**config.mk**
```make
export PLATFORM = sky130hd
export DESIGN_NAME = cadr_regs
export DESIGN_NICKNAME = d
export VERILOG_FILES = /design/src/pkg/cadr_pkg.sv /design/src/hdl/cadr_regs.sv /design/src/hdl/cadr_crc7.sv /design/src/hdl/cadr_access_timer.sv
export SDC_FILE = /design/constraint.sdc
export NUM_CORES = 1
export LEC_CHECK = 0
export ABC_CLOCK_PERIOD_IN_PS = 3250
export BUFFER_PORTS_ARGS = -buffer_cell sky130_fd_sc_hd__buf_4
export CAP_MARGIN = 20
export CORE_ASPECT_RATIO = 0.8
export CORE_MARGIN = 2
export CORE_UTILIZATION = 59
export DETAILED_ROUTE_END_ITERATION = 16
export PLACE_DENSITY = 0.91
export SYNTH_ARGS = -nofsm -noshare
export SYNTH_HDL_FRONTEND = slang
export SYNTH_SLANG_ARGS = --single-unit
export TNS_END_PERCENT = 20
```
**constraint.sdc**
```tcl
create_clock -name i_clk_sys -period 3.25 [get_ports i_clk_sys]
set_input_delay 0.1625 -clock i_clk_sys [delete_from_list [all_inputs] [get_ports i_clk_sys]]
set_output_delay 0.1625 -clock i_clk_sys [all_outputs]
set_load 0.1 [all_outputs]
```
**src/pkg/cadr_pkg.sv**
```systemverilog
// constants, field layout and carrier types of the card address and descriptor registers
// assumes a command decoder on the same card bus clock that delivers decoded command strobes
package cadr_pkg;

	localparam int unsigned CLK_PERIOD_NS = 50;
	localparam int unsigned DESC_W = 128;
	localparam int unsigned DESC_BODY_W = 120;
	localparam int unsigned CRC_W = 7;

	// address register
	localparam logic [15:0] RCA_DEFAULT = 16'h0001;
	localparam logic [15:0] RCA_RESERVED = 16'h0000;
	localparam int unsigned RCA_ARG_LSB = 16;

	// descriptor field values
	localparam logic [1:0] STRUCT_VERSION = 2'h1;
	localparam logic [3:0] PROTOCOL_VERSION = 4'h2;
	localparam logic [7:0] ASYNC_ACCESS_CODE = 8'h08;
	localparam logic [7:0] CLOCKED_ACCESS_CODE = 8'h03;
	localparam logic [7:0] MAX_TRANSFER_RATE = 8'h2a;
	localparam logic [11:0] SUPPORTED_CLASSES = 12'h007;
	localparam logic [3:0] READ_BLOCK_LENGTH_CODE_CODE = 4'hb;
	localparam logic PARTIAL_READ_FLAG = 1'b1;
	localparam logic CROSS_BOUNDARY_FLAG = 1'b1;
	localparam logic DRIVER_STAGE_FLAG = 1'b0;
	localparam logic [11:0] CAPACITY_SIZE = 12'h001;
	localparam logic [2:0] READ_CURR_MIN = 3'h4;
	localparam logic [2:0] READ_CURR_MAX = 3'h4;
	localparam logic [2:0] CAPACITY_MULT = 3'h7;
	localparam logic FILE_FMT_GROUP = 1'b0;
	localparam logic PERM_PROTECT = 1'b1;
	localparam logic TEMP_PROTECT = 1'b1;
	localparam logic [1:0] FILE_FMT = 2'h0;
	localparam logic [1:0] ECC_TYPE = 2'h0;
	localparam logic END_BIT = 1'b1;

	// field positions checked by logic
	localparam int unsigned PERM_PROTECT_POS = 13;
	localparam int unsigned TEMP_PROTECT_POS = 12;

	// descriptor bits 127..8, unused fields forced to zero
	localparam logic [DESC_BODY_W-1:0] DESC_BODY = {STRUCT_VERSION, PROTOCOL_VERSION, 2'h0,
		ASYNC_ACCESS_CODE, CLOCKED_ACCESS_CODE, MAX_TRANSFER_RATE, SUPPORTED_CLASSES,
		READ_BLOCK_LENGTH_CODE_CODE, PARTIAL_READ_FLAG, 1'b0, CROSS_BOUNDARY_FLAG, DRIVER_STAGE_FLAG,
		2'h0, CAPACITY_SIZE, READ_CURR_MIN, READ_CURR_MAX, 6'h00, CAPACITY_MULT, 31'h0,
		FILE_FMT_GROUP, 1'b0, PERM_PROTECT, TEMP_PROTECT, FILE_FMT, ECC_TYPE};

	// access time: 1.0 x 1 ns async part, rounded down but never below one cycle
	localparam int unsigned ASYNC_ACCESS_NS = 1;
	localparam int unsigned ASYNC_CYCLES = (ASYNC_ACCESS_NS / CLK_PERIOD_NS) < 1 ? 1 :
		ASYNC_ACCESS_NS / CLK_PERIOD_NS;
	localparam int unsigned NAC_PER_UNIT = 100;
	localparam int unsigned ACCESS_CYCLES = ASYNC_CYCLES + NAC_PER_UNIT * CLOCKED_ACCESS_CODE;

	// capacity in bytes
	localparam int unsigned BLK_BYTES = 1 << READ_BLOCK_LENGTH_CODE_CODE;
	localparam int unsigned CAPACITY_BYTES = (CAPACITY_SIZE + 1) * (1 << (CAPACITY_MULT + 2)) *
		BLK_BYTES;

	typedef struct packed {
		logic set_addr;
		logic select;
		logic send_desc;
		logic set_blen;
		logic read_start;
		logic write_req;
		logic [31:0] arg;
	} cadr_cmd_t;

	// idle and send share the high code bit, so the ready output is that flop alone
	typedef enum logic [1:0] {
		CADR_ST_CRC = 2'b00,
		CADR_ST_LOAD = 2'b01,
		CADR_ST_IDLE = 2'b10,
		CADR_ST_SEND = 2'b11
	} cadr_desc_st_t;

endpackage

```
**src/hdl/cadr_regs.sv**
```systemverilog
// relative card address and card descriptor registers of a read-only memory card
// assumes decoded command strobes and memory handshakes arrive on the card bus clock
`timescale 1ns/1ps
module cadr_regs (
	input wire logic i_clk_sys,
	input wire logic i_rst,
	input wire cadr_pkg::cadr_cmd_t i_cmd,
	input wire logic i_bit_ready,
	input wire logic i_mem_valid,
	output logic [15:0] o_rca,
	output logic o_selected,
	output logic o_desc_ready,
	output logic o_desc_valid,
	output logic o_desc_bit,
	output logic o_desc_last,
	output logic [11:0] o_blk_len,
	output logic o_blk_err,
	output logic o_addr_err,
	output logic o_write_reject,
	output logic o_read_go,
	output logic o_read_valid,
	output logic o_read_timeout
);
	logic [15:0] rca_q;
	logic selected_q;
	cadr_pkg::cadr_desc_st_t st_q;
	logic [6:0] idx_q;
	logic [127:0] desc_word_q;
	logic [127:0] sr_q;
	logic pend_q;
	logic desc_valid_q;
	logic desc_last_q;
	logic [11:0] blk_len_q;
	logic blk_err_q;
	logic addr_err_q;
	logic write_reject_q;
	logic read_go_q;
	logic read_valid_q;
	logic [6:0] crc;
	logic crc_en;
	logic crc_bit;
	logic tmr_busy;
	logic tmr_expired;
	logic [15:0] arg_addr;
	logic [32:0] read_end;
	logic read_ok;
	logic bit_taken;

	assign arg_addr = i_cmd.arg[cadr_pkg::RCA_ARG_LSB +: 16];
	assign read_end = {1'b0, i_cmd.arg} + {21'h0, blk_len_q};
	assign bit_taken = desc_valid_q && i_bit_ready;
	assign crc_en = (st_q == cadr_pkg::CADR_ST_CRC);
	assign crc_bit = cadr_pkg::DESC_BODY[7'(cadr_pkg::DESC_BODY_W - 1) - idx_q];

	// no alignment check: blocks may straddle physical blocks
	assign read_ok = (read_end <= 33'(cadr_pkg::CAPACITY_BYTES));

	assign o_rca = rca_q;
	assign o_selected = selected_q;
	assign o_desc_ready = st_q[1];
	assign o_desc_valid = desc_valid_q;
	assign o_desc_bit = sr_q[127];
	assign o_desc_last = desc_last_q;
	assign o_blk_len = blk_len_q;
	assign o_blk_err = blk_err_q;
	assign o_addr_err = addr_err_q;
	assign o_write_reject = write_reject_q;
	assign o_read_go = read_go_q;
	assign o_read_valid = read_valid_q;
	assign o_read_timeout = tmr_expired;

	cadr_crc7 u_crc (
		.i_clk_sys(i_clk_sys),
		.i_clear(i_rst),
		.i_en(crc_en),
		.i_bit(crc_bit),
		.o_crc(crc)
	);

	cadr_access_timer u_timer (
		.i_clk_sys(i_clk_sys),
		.i_rst(i_rst),
		.i_start(read_go_q),
		.i_stop(i_mem_valid),
		.o_busy(tmr_busy),
		.o_expired(tmr_expired)
	);

	always_ff @(posedge i_clk_sys)
	begin
		if (i_rst)
		begin
			rca_q <= cadr_pkg::RCA_DEFAULT;
		end
		else if (i_cmd.set_addr && arg_addr != cadr_pkg::RCA_RESERVED)
		begin
			rca_q <= arg_addr;
		end
	end

	always_ff @(posedge i_clk_sys)
	begin
		if (i_rst)
		begin
			selected_q <= 1'b0;
		end
		else if (i_cmd.select)
		begin
			// reserved address deselects every card; any other foreign address deselects us
			selected_q <= (arg_addr != cadr_pkg::RCA_RESERVED) && (arg_addr == rca_q);
		end
	end

	// checksum built once after reset, then the word is frozen
	always_ff @(posedge i_clk_sys)
	begin
		if (i_rst)
		begin
			st_q <= cadr_pkg::CADR_ST_CRC;
			idx_q <= 7'h00;
			desc_word_q <= 128'h0;
			sr_q <= 128'h0;
			desc_valid_q <= 1'b0;
			desc_last_q <= 1'b0;
		end
		else
		begin
			case (st_q)
				cadr_pkg::CADR_ST_CRC:
				begin
					idx_q <= idx_q + 7'h01;
					if (idx_q == 7'(cadr_pkg::DESC_BODY_W - 1))
					begin
						st_q <= cadr_pkg::CADR_ST_LOAD;
					end
				end
				cadr_pkg::CADR_ST_LOAD:
				begin
					// only constants reach the word; nothing writes it later
					desc_word_q <= {cadr_pkg::DESC_BODY, crc, cadr_pkg::END_BIT};
					st_q <= cadr_pkg::CADR_ST_IDLE;
				end
				cadr_pkg::CADR_ST_IDLE:
				begin
					if (pend_q || i_cmd.send_desc)
					begin
						sr_q <= desc_word_q;
						idx_q <= 7'h00;
						desc_valid_q <= 1'b1;
						desc_last_q <= 1'b0;
						st_q <= cadr_pkg::CADR_ST_SEND;
					end
				end
				cadr_pkg::CADR_ST_SEND:
				begin
					if (bit_taken)
					begin
						sr_q <= {sr_q[126:0], 1'b0};
						idx_q <= idx_q + 7'h01;
						desc_last_q <= (idx_q == 7'h7e);
						if (desc_last_q)
						begin
							desc_valid_q <= 1'b0;
							st_q <= cadr_pkg::CADR_ST_IDLE;
						end
					end
				end
				default:
				begin
					st_q <= cadr_pkg::CADR_ST_CRC;
				end
			endcase
		end
	end

	// a request during the checksum pass is held, not dropped; in idle the clear wins and a new request is served directly
	always_ff @(posedge i_clk_sys)
	begin
		if (i_rst)
		begin
			pend_q <= 1'b0;
		end
		else if (i_cmd.send_desc && st_q != cadr_pkg::CADR_ST_IDLE)
		begin
			pend_q <= 1'b1;
		end
		else if (st_q == cadr_pkg::CADR_ST_IDLE)
		begin
			pend_q <= 1'b0;
		end
	end

	// any length from one byte up to BLK_BYTES accepted
	always_ff @(posedge i_clk_sys)
	begin
		if (i_rst)
		begin
			blk_len_q <= 12'(cadr_pkg::BLK_BYTES);
			blk_err_q <= 1'b0;
		end
		else if (i_cmd.set_blen)
		begin
			if (i_cmd.arg != 32'h0 && i_cmd.arg <= 32'(cadr_pkg::BLK_BYTES))
			begin
				blk_len_q <= i_cmd.arg[11:0];
				blk_err_q <= 1'b0;
			end
			else
			begin
				blk_err_q <= 1'b1;
			end
		end
	end

	always_ff @(posedge i_clk_sys)
	begin
		if (i_rst)
		begin
			write_reject_q <= 1'b0;
		end
		else
		begin
			write_reject_q <= i_cmd.write_req && desc_word_q[cadr_pkg::PERM_PROTECT_POS]
				|| i_cmd.write_req && desc_word_q[cadr_pkg::TEMP_PROTECT_POS]
				|| i_cmd.write_req && !o_desc_ready;
		end
	end

	// memory read start and delivery before the deadline
	always_ff @(posedge i_clk_sys)
	begin
		if (i_rst)
		begin
			read_go_q <= 1'b0;
			read_valid_q <= 1'b0;
			addr_err_q <= 1'b0;
		end
		else
		begin
			read_go_q <= i_cmd.read_start && selected_q && read_ok && !tmr_busy;
			read_valid_q <= tmr_busy && i_mem_valid;
			if (i_cmd.read_start && selected_q)
			begin
				addr_err_q <= !read_ok;
			end
		end
	end

	// assertion helpers: descriptor bits leave in order
	logic [127:0] exp_q;
	always_ff @(posedge i_clk_sys)
	begin
		if (i_rst || !desc_valid_q)
		begin
			exp_q <= desc_word_q;
		end
		else if (bit_taken)
		begin
			exp_q <= {exp_q[126:0], 1'b0};
		end
	end

	property p_rca_reset;
		@(posedge i_clk_sys) $fell(i_rst) |-> rca_q == cadr_pkg::RCA_DEFAULT;
	endproperty
	a_rca_reset: assert property (p_rca_reset)
		else $error("address not at default after reset");

	property p_rca_hold;
		@(posedge i_clk_sys) disable iff (i_rst)
		!i_cmd.set_addr |=> $stable(rca_q);
	endproperty
	a_rca_hold: assert property (p_rca_hold)
		else $error("address changed without a set command");

	property p_rca_load;
		@(posedge i_clk_sys) disable iff (i_rst)
		i_cmd.set_addr && arg_addr != 16'h0000 |=> rca_q == $past(arg_addr);
	endproperty
	a_rca_load: assert property (p_rca_load)
		else $error("assigned address not stored");

	property p_standby;
		@(posedge i_clk_sys) disable iff (i_rst)
		i_cmd.select && arg_addr == 16'h0000 |=> !selected_q && rca_q != 16'h0000;
	endproperty
	a_standby: assert property (p_standby)
		else $error("reserved select left card selected");

	property p_fields;
		@(posedge i_clk_sys) disable iff (i_rst)
		o_desc_ready |-> desc_word_q[127:126] == 2'h1 && desc_word_q[125:122] == 4'h2
			&& desc_word_q[121:120] == 2'h0 && desc_word_q[95:84] == 12'h007
			&& desc_word_q[9:8] == 2'h0 && desc_word_q[76] == 1'b0;
	endproperty
	a_fields: assert property (p_fields)
		else $error("descriptor fields wrong");

	property p_access_bytes;
		@(posedge i_clk_sys) disable iff (i_rst)
		o_desc_ready |-> desc_word_q[119:112] == 8'h08 && desc_word_q[111:104] == 8'h03
			&& desc_word_q[103:96] == 8'h2a && desc_word_q[83:80] == 4'hb;
	endproperty
	a_access_bytes: assert property (p_access_bytes)
		else $error("access or rate bytes wrong");

	property p_frozen;
		@(posedge i_clk_sys) disable iff (i_rst)
		o_desc_ready |=> $stable(desc_word_q) && o_desc_ready;
	endproperty
	a_frozen: assert property (p_frozen)
		else $error("descriptor changed after load");

	property p_msb_first;
		@(posedge i_clk_sys) disable iff (i_rst)
		desc_valid_q |-> o_desc_bit == exp_q[127];
	endproperty
	a_msb_first: assert property (p_msb_first)
		else $error("descriptor bit out of order");

	property p_reject;
		@(posedge i_clk_sys) disable iff (i_rst)
		i_cmd.write_req |=> o_write_reject ##1 !$past(i_cmd.write_req) || o_write_reject;
	endproperty
	a_reject: assert property (p_reject)
		else $error("write command not refused");

	property p_deadline;
		@(posedge i_clk_sys) disable iff (i_rst)
		read_go_q |-> ##[1:302] (read_valid_q || tmr_expired);
	endproperty
	a_deadline: assert property (p_deadline)
		else $error("read neither delivered nor timed out");

	property p_partial;
		@(posedge i_clk_sys) disable iff (i_rst)
		i_cmd.set_blen && i_cmd.arg == 32'h1 |=> !blk_err_q && blk_len_q == 12'h001;
	endproperty
	a_partial: assert property (p_partial)
		else $error("one-byte block refused");

endmodule

```
**src/hdl/cadr_crc7.sv**
```systemverilog
// serial 7-bit checksum engine, generator x^7 + x^3 + 1, message most significant bit first
// assumes the caller clears it before a message and feeds one bit per enabled clock
`timescale 1ns/1ps
module cadr_crc7 (
	input wire logic i_clk_sys,
	input wire logic i_clear,
	input wire logic i_en,
	input wire logic i_bit,
	output logic [6:0] o_crc
);
	logic [6:0] crc_q;
	logic fb;

	assign fb = i_bit ^ crc_q[6];
	assign o_crc = crc_q;

	always_ff @(posedge i_clk_sys)
	begin
		if (i_clear)
		begin
			crc_q <= 7'h00;
		end
		else if (i_en)
		begin
			crc_q <= {crc_q[5:0], 1'b0} ^ (fb ? 7'h09 : 7'h00);
		end
	end
endmodule

```
**src/hdl/cadr_access_timer.sv**
```systemverilog
// deadline counter for one memory read: pulses o_expired when the access time runs out
// assumes i_stop comes from the memory path on the same clock
`timescale 1ns/1ps
module cadr_access_timer (
	input wire logic i_clk_sys,
	input wire logic i_rst,
	input wire logic i_start,
	input wire logic i_stop,
	output logic o_busy,
	output logic o_expired
);
	localparam logic [8:0] LAST = 9'(cadr_pkg::ACCESS_CYCLES - 1);
	logic [8:0] cnt_q;
	logic busy_q;
	logic expired_q;

	assign o_busy = busy_q;
	assign o_expired = expired_q;

	always_ff @(posedge i_clk_sys)
	begin
		if (i_rst)
		begin
			cnt_q <= 9'h000;
			busy_q <= 1'b0;
			expired_q <= 1'b0;
		end
		else
		begin
			expired_q <= 1'b0;
			if (i_start)
			begin
				busy_q <= 1'b1;
				cnt_q <= 9'h000;
			end
			else if (busy_q)
			begin
				if (i_stop)
				begin
					busy_q <= 1'b0;
				end
				else if (cnt_q == LAST)
				begin
					busy_q <= 1'b0;
					expired_q <= 1'b1;
				end
				else
				begin
					cnt_q <= cnt_q + 9'h001;
				end
			end
		end
	end
endmodule

```
==> impl_results.md <==
- Status: finished, final reports clean
- Ys Warns: 0
- Clock transition at the registers of the reported paths: around 0.080 ns
- Post-Syn Area per Cell: 8.79 sq um
- Hold Path Origin: i_cmd[26]
- Switch Pwr: roughly 0.0012 W
- Clock root buffer: clkbuf_16
- Synth Cell Area: just under 9000 sq um
- Most common cell after layout, fill and taps aside: nor2_1
- First-pass GRT wire length: between 30,000 and 40,000 microns
- Post-Route WL: slightly below 20,000 microns
- Least-Margin Pin Slew: 0.849 ns
- Hold Path Depth: 3
- Initial antenna violation count: 0
- Final hold viol count: 0
- Buffers on Ports: 80
- Setup CP Type: reg2reg
- Post-route DRC: 0
- Arrival time worst endpoint: about 3.4 ns
- Register area share after synthesis: 0.459
- HPWL after DPL: around 12,000 microns
- Detail Route Antenna Nets: 0
- Pwr per Cell Area: between 400 and 500 nW/um^2
- WHS Endpoint: o_rca[10]
- Fmax: between 300 and 400 MHz
- Clk pwr share: 0.418
- Worst min-delay path class: in2reg
- Largest net degree at the start of global routing: 124
- Max Clock Skew: around 0.0095 ns
- Unrepaired setup endpoints after global routing: false
- Number of max-cap violations: 0
- Worst r2r path cells: 9
- DRT Pass-1 Iters: 5
- Ys flop type: dfxtp_1
- DRT iter0 DRCs: approximately 760
- Routability cong.: a little under 0.9
- Clock sinks: 200
- Share of cells above drive strength 1: 0.142
- Mapped Cells: 992
- Crit Reg-Reg Endpoint: o_addr_err
- Via/cell ratio: just under 6
- DIE WIDTH: roughly 140 microns
- Static leakage: between 3 and 4 nW
- Setup TNS: 0 ns
- Clk_lat worst skew: roughly 0.43 ns
- Max incr delay on CP: approximately 0.55 ns
- Fraction of registers with async set/reset: 0
- Vias: between 7k and 8k
- Final min period: ~3.1 ns
- Seq cells post-synth: 200
- FF-to-FF setup slack: between 0.1 and 0.15 ns
- Area delta synth->final: 15.6%
- Final worst path period share: 0.966
- Die area: 15,800 sq um
- Core Rows: 39
- Sequential power share: 0.500
- Crit path cell chain: ha_1, fa_2, xor2_1, a2111oi_0, o2111ai_1, or4_4, a2111oi_4, a41o_1, a211oi_1
- Setup slack after layout: roughly 0.11 ns
- Number of global-route vias before repair: 6,642
- CTS H-tree depth: 4
- TritonCTS clock tree: done
- Core area: between 10,000 and 15,000 sq um
- TritonCTS buffer count: 17
- Global Route Usage Sum: 0.244
- CP required: 3.51 ns
- Final Max Slew Viols: 0
- Ant diodes: 0
- CP Max Fanout: 3
- CP startpoint kind: flip-flop
- Die height: 113 microns
- Most frequent cells in the layout: nor2_1, dfxtp_1, a22oi_1
- Worst path slowest cell: or4_4
- Power share of the combinational group: 0.082
- Slew headroom: 0.434
- Worst VDD drop: just over 0.4 mV
- Synth cell types: 72
- Mapped Nets: around 1.1k
- Final setup fails: 0
- Reg-to-reg critical path startpoint: o_blk_len[0]
- Sw Share: 0.248
- I/O pin count: a little over 80
- Crit. End Element: flip-flop
- Nets: 1,103
- Placement Setup Slack: 0.0522 ns
- Clock Path Buffers: 2
- WL/cell: about 16 microns
- Initial core utilization: 0.608
- Int Pwr: between 0.003 and 0.004 W
- Post-synth EDFFs: 0
- Grt ovf: 0
==> sequential cells by signal, summed over array words and instances (netlist names), 2 cells and up <==
register and cells:
desc_word_q 8, idx_q 7, o_blk_len 12, o_rca 16
sr_q 128, st_q 2, u_crc.o_crc 7, u_timer.cnt_q 9
==> synth_stat cells, types with 3 or more instances <==
library cell,count,share of area
ha_1,23,0.033
nor2_1,206,0.089
a221oi_1,17,0.017
inv_1,15,0.0065
xnor2_1,23,0.023
nand2b_1,3,0.0022
and3_1,9,0.0065
o211ai_1,4,0.0034
clkbuf_1,59,0.025
o21ai_0,13,0.0075
a21oi_1,39,0.022
buf_2,4,0.0023
nand4_1,16,0.011
nand2_1,66,0.028
o21bai_1,3,0.0026
buf_1,5,0.0022
dfxtp_1,200,0.46
nor3_1,17,0.0098
a311oi_1,7,0.0070
a31oi_1,3,0.0022
and2_1,3,0.0022
xor2_1,21,0.021
mux2i_1,32,0.037
a211oi_1,18,0.015
or2_2,4,0.0029
nand3_1,14,0.0080
or3_1,9,0.0065
a211oi_2,3,0.0043
a22oi_1,96,0.083
nor4_1,8,0.0057
==> through the flow <==
step	util	hold slack, ns	total power, W	cell area, sq um	std cells
CTS	0.700	0.00230	0.00501	10000	1232
floorplan	-	0.239	0.00282	8730	992
global route	0.703	0.00943	0.00514	10100	1233
global placement	0.653	0.345	0.00294	9370	1193
detailed placement	0.653	0.351	0.00294	9370	1193
finish	0.703	0.0158	0.00499	10100	1233
==> cells by family (layout without fill, tap and decap cells) <==
family          Yosys count  in the layout  synth area share
compound gates          229            229             0.190
xor+xnor                 44             44            0.0442
fa+ha+maj                24             24            0.0353
buf+inv                  84            141            0.0376
flops                   200            200             0.459
mux                      34             34            0.0393
simple gates            377            377             0.194
==> critical path: cells and delay by family (launching register included) <==
| kind | cells | cell delay [ns] |
|---|---|---|
| compound gates | 5 | 1.28 |
| fa+ha+maj | 2 | 0.62 |
| simple gates | 1 | 0.55 |
| flops | 1 | 0.33 |
| xor+xnor | 1 | 0.17 |
==> area by class of cell <==
cell class / count / area, sq um
multi-input cells: 708 / 4450
repair buffers: 95 / 769
inverters: 15 / 56.3
clock inverters: 12 / 141
clock buffers: 19 / 433
well taps: 184 / 230
fillers: 1033 / 4260
flip-flops and latches: 200 / 4010
==> power groups by stage <==
stage	Clock [W]	Combinational, W	Sequential, W
global placement	0	0.000385	0.00255
finish	0.00209	0.000408	0.00250
detailed placement	0	0.000392	0.00255
global route	0.00221	0.000439	0.00250
CTS	0.00211	0.000404	0.00250
floorplan	0	0.000184	0.00264
==> routing by layer <==
metal	vias up	GRT usage	wire length, microns	share of wire
met3	18	0.0550	1110	0.057
met4	0	0.0453	184	0.0094
met5	-	0	0	0
li1	3630	-	-	-
met1	3489	0.354	9200	0.47
met2	213	0.381	9000	0.46
==> worst max-delay path by stage <==
stage / start / end / slack [ns] / cells after the start
6_report: o_blk_len[0] / o_addr_err / 0.11 / 9
5_1_grt: o_blk_len[0] / o_addr_err / 0.006 / 10
4_1_cts: o_blk_len[0] / o_addr_err / 0.05 / 10
3_5_place_dp: o_blk_len[0] / o_addr_err / 0.05 / 10
3_3_place_gp: o_blk_len[0] / o_addr_err / 0.12 / 10
2_1_floorplan: o_blk_len[6] / o_addr_err / 0.04 / 9
==> what timing repair did <==
| item | 4_1_cts | 5_1_grt |
|---|---|---|
| gates cloned | 0 | 0 |
| buffers inserted | 0 | 0 |
| hold endpoints to repair | 9 | 0 |
| hold buffers | 8 | 0 |
| setup endpoints to repair | 1 | 2 |
| gates resized for setup | 2 | 3 |
| pin swaps | 1 | 3 |
(Power assumes the default switching activity.)
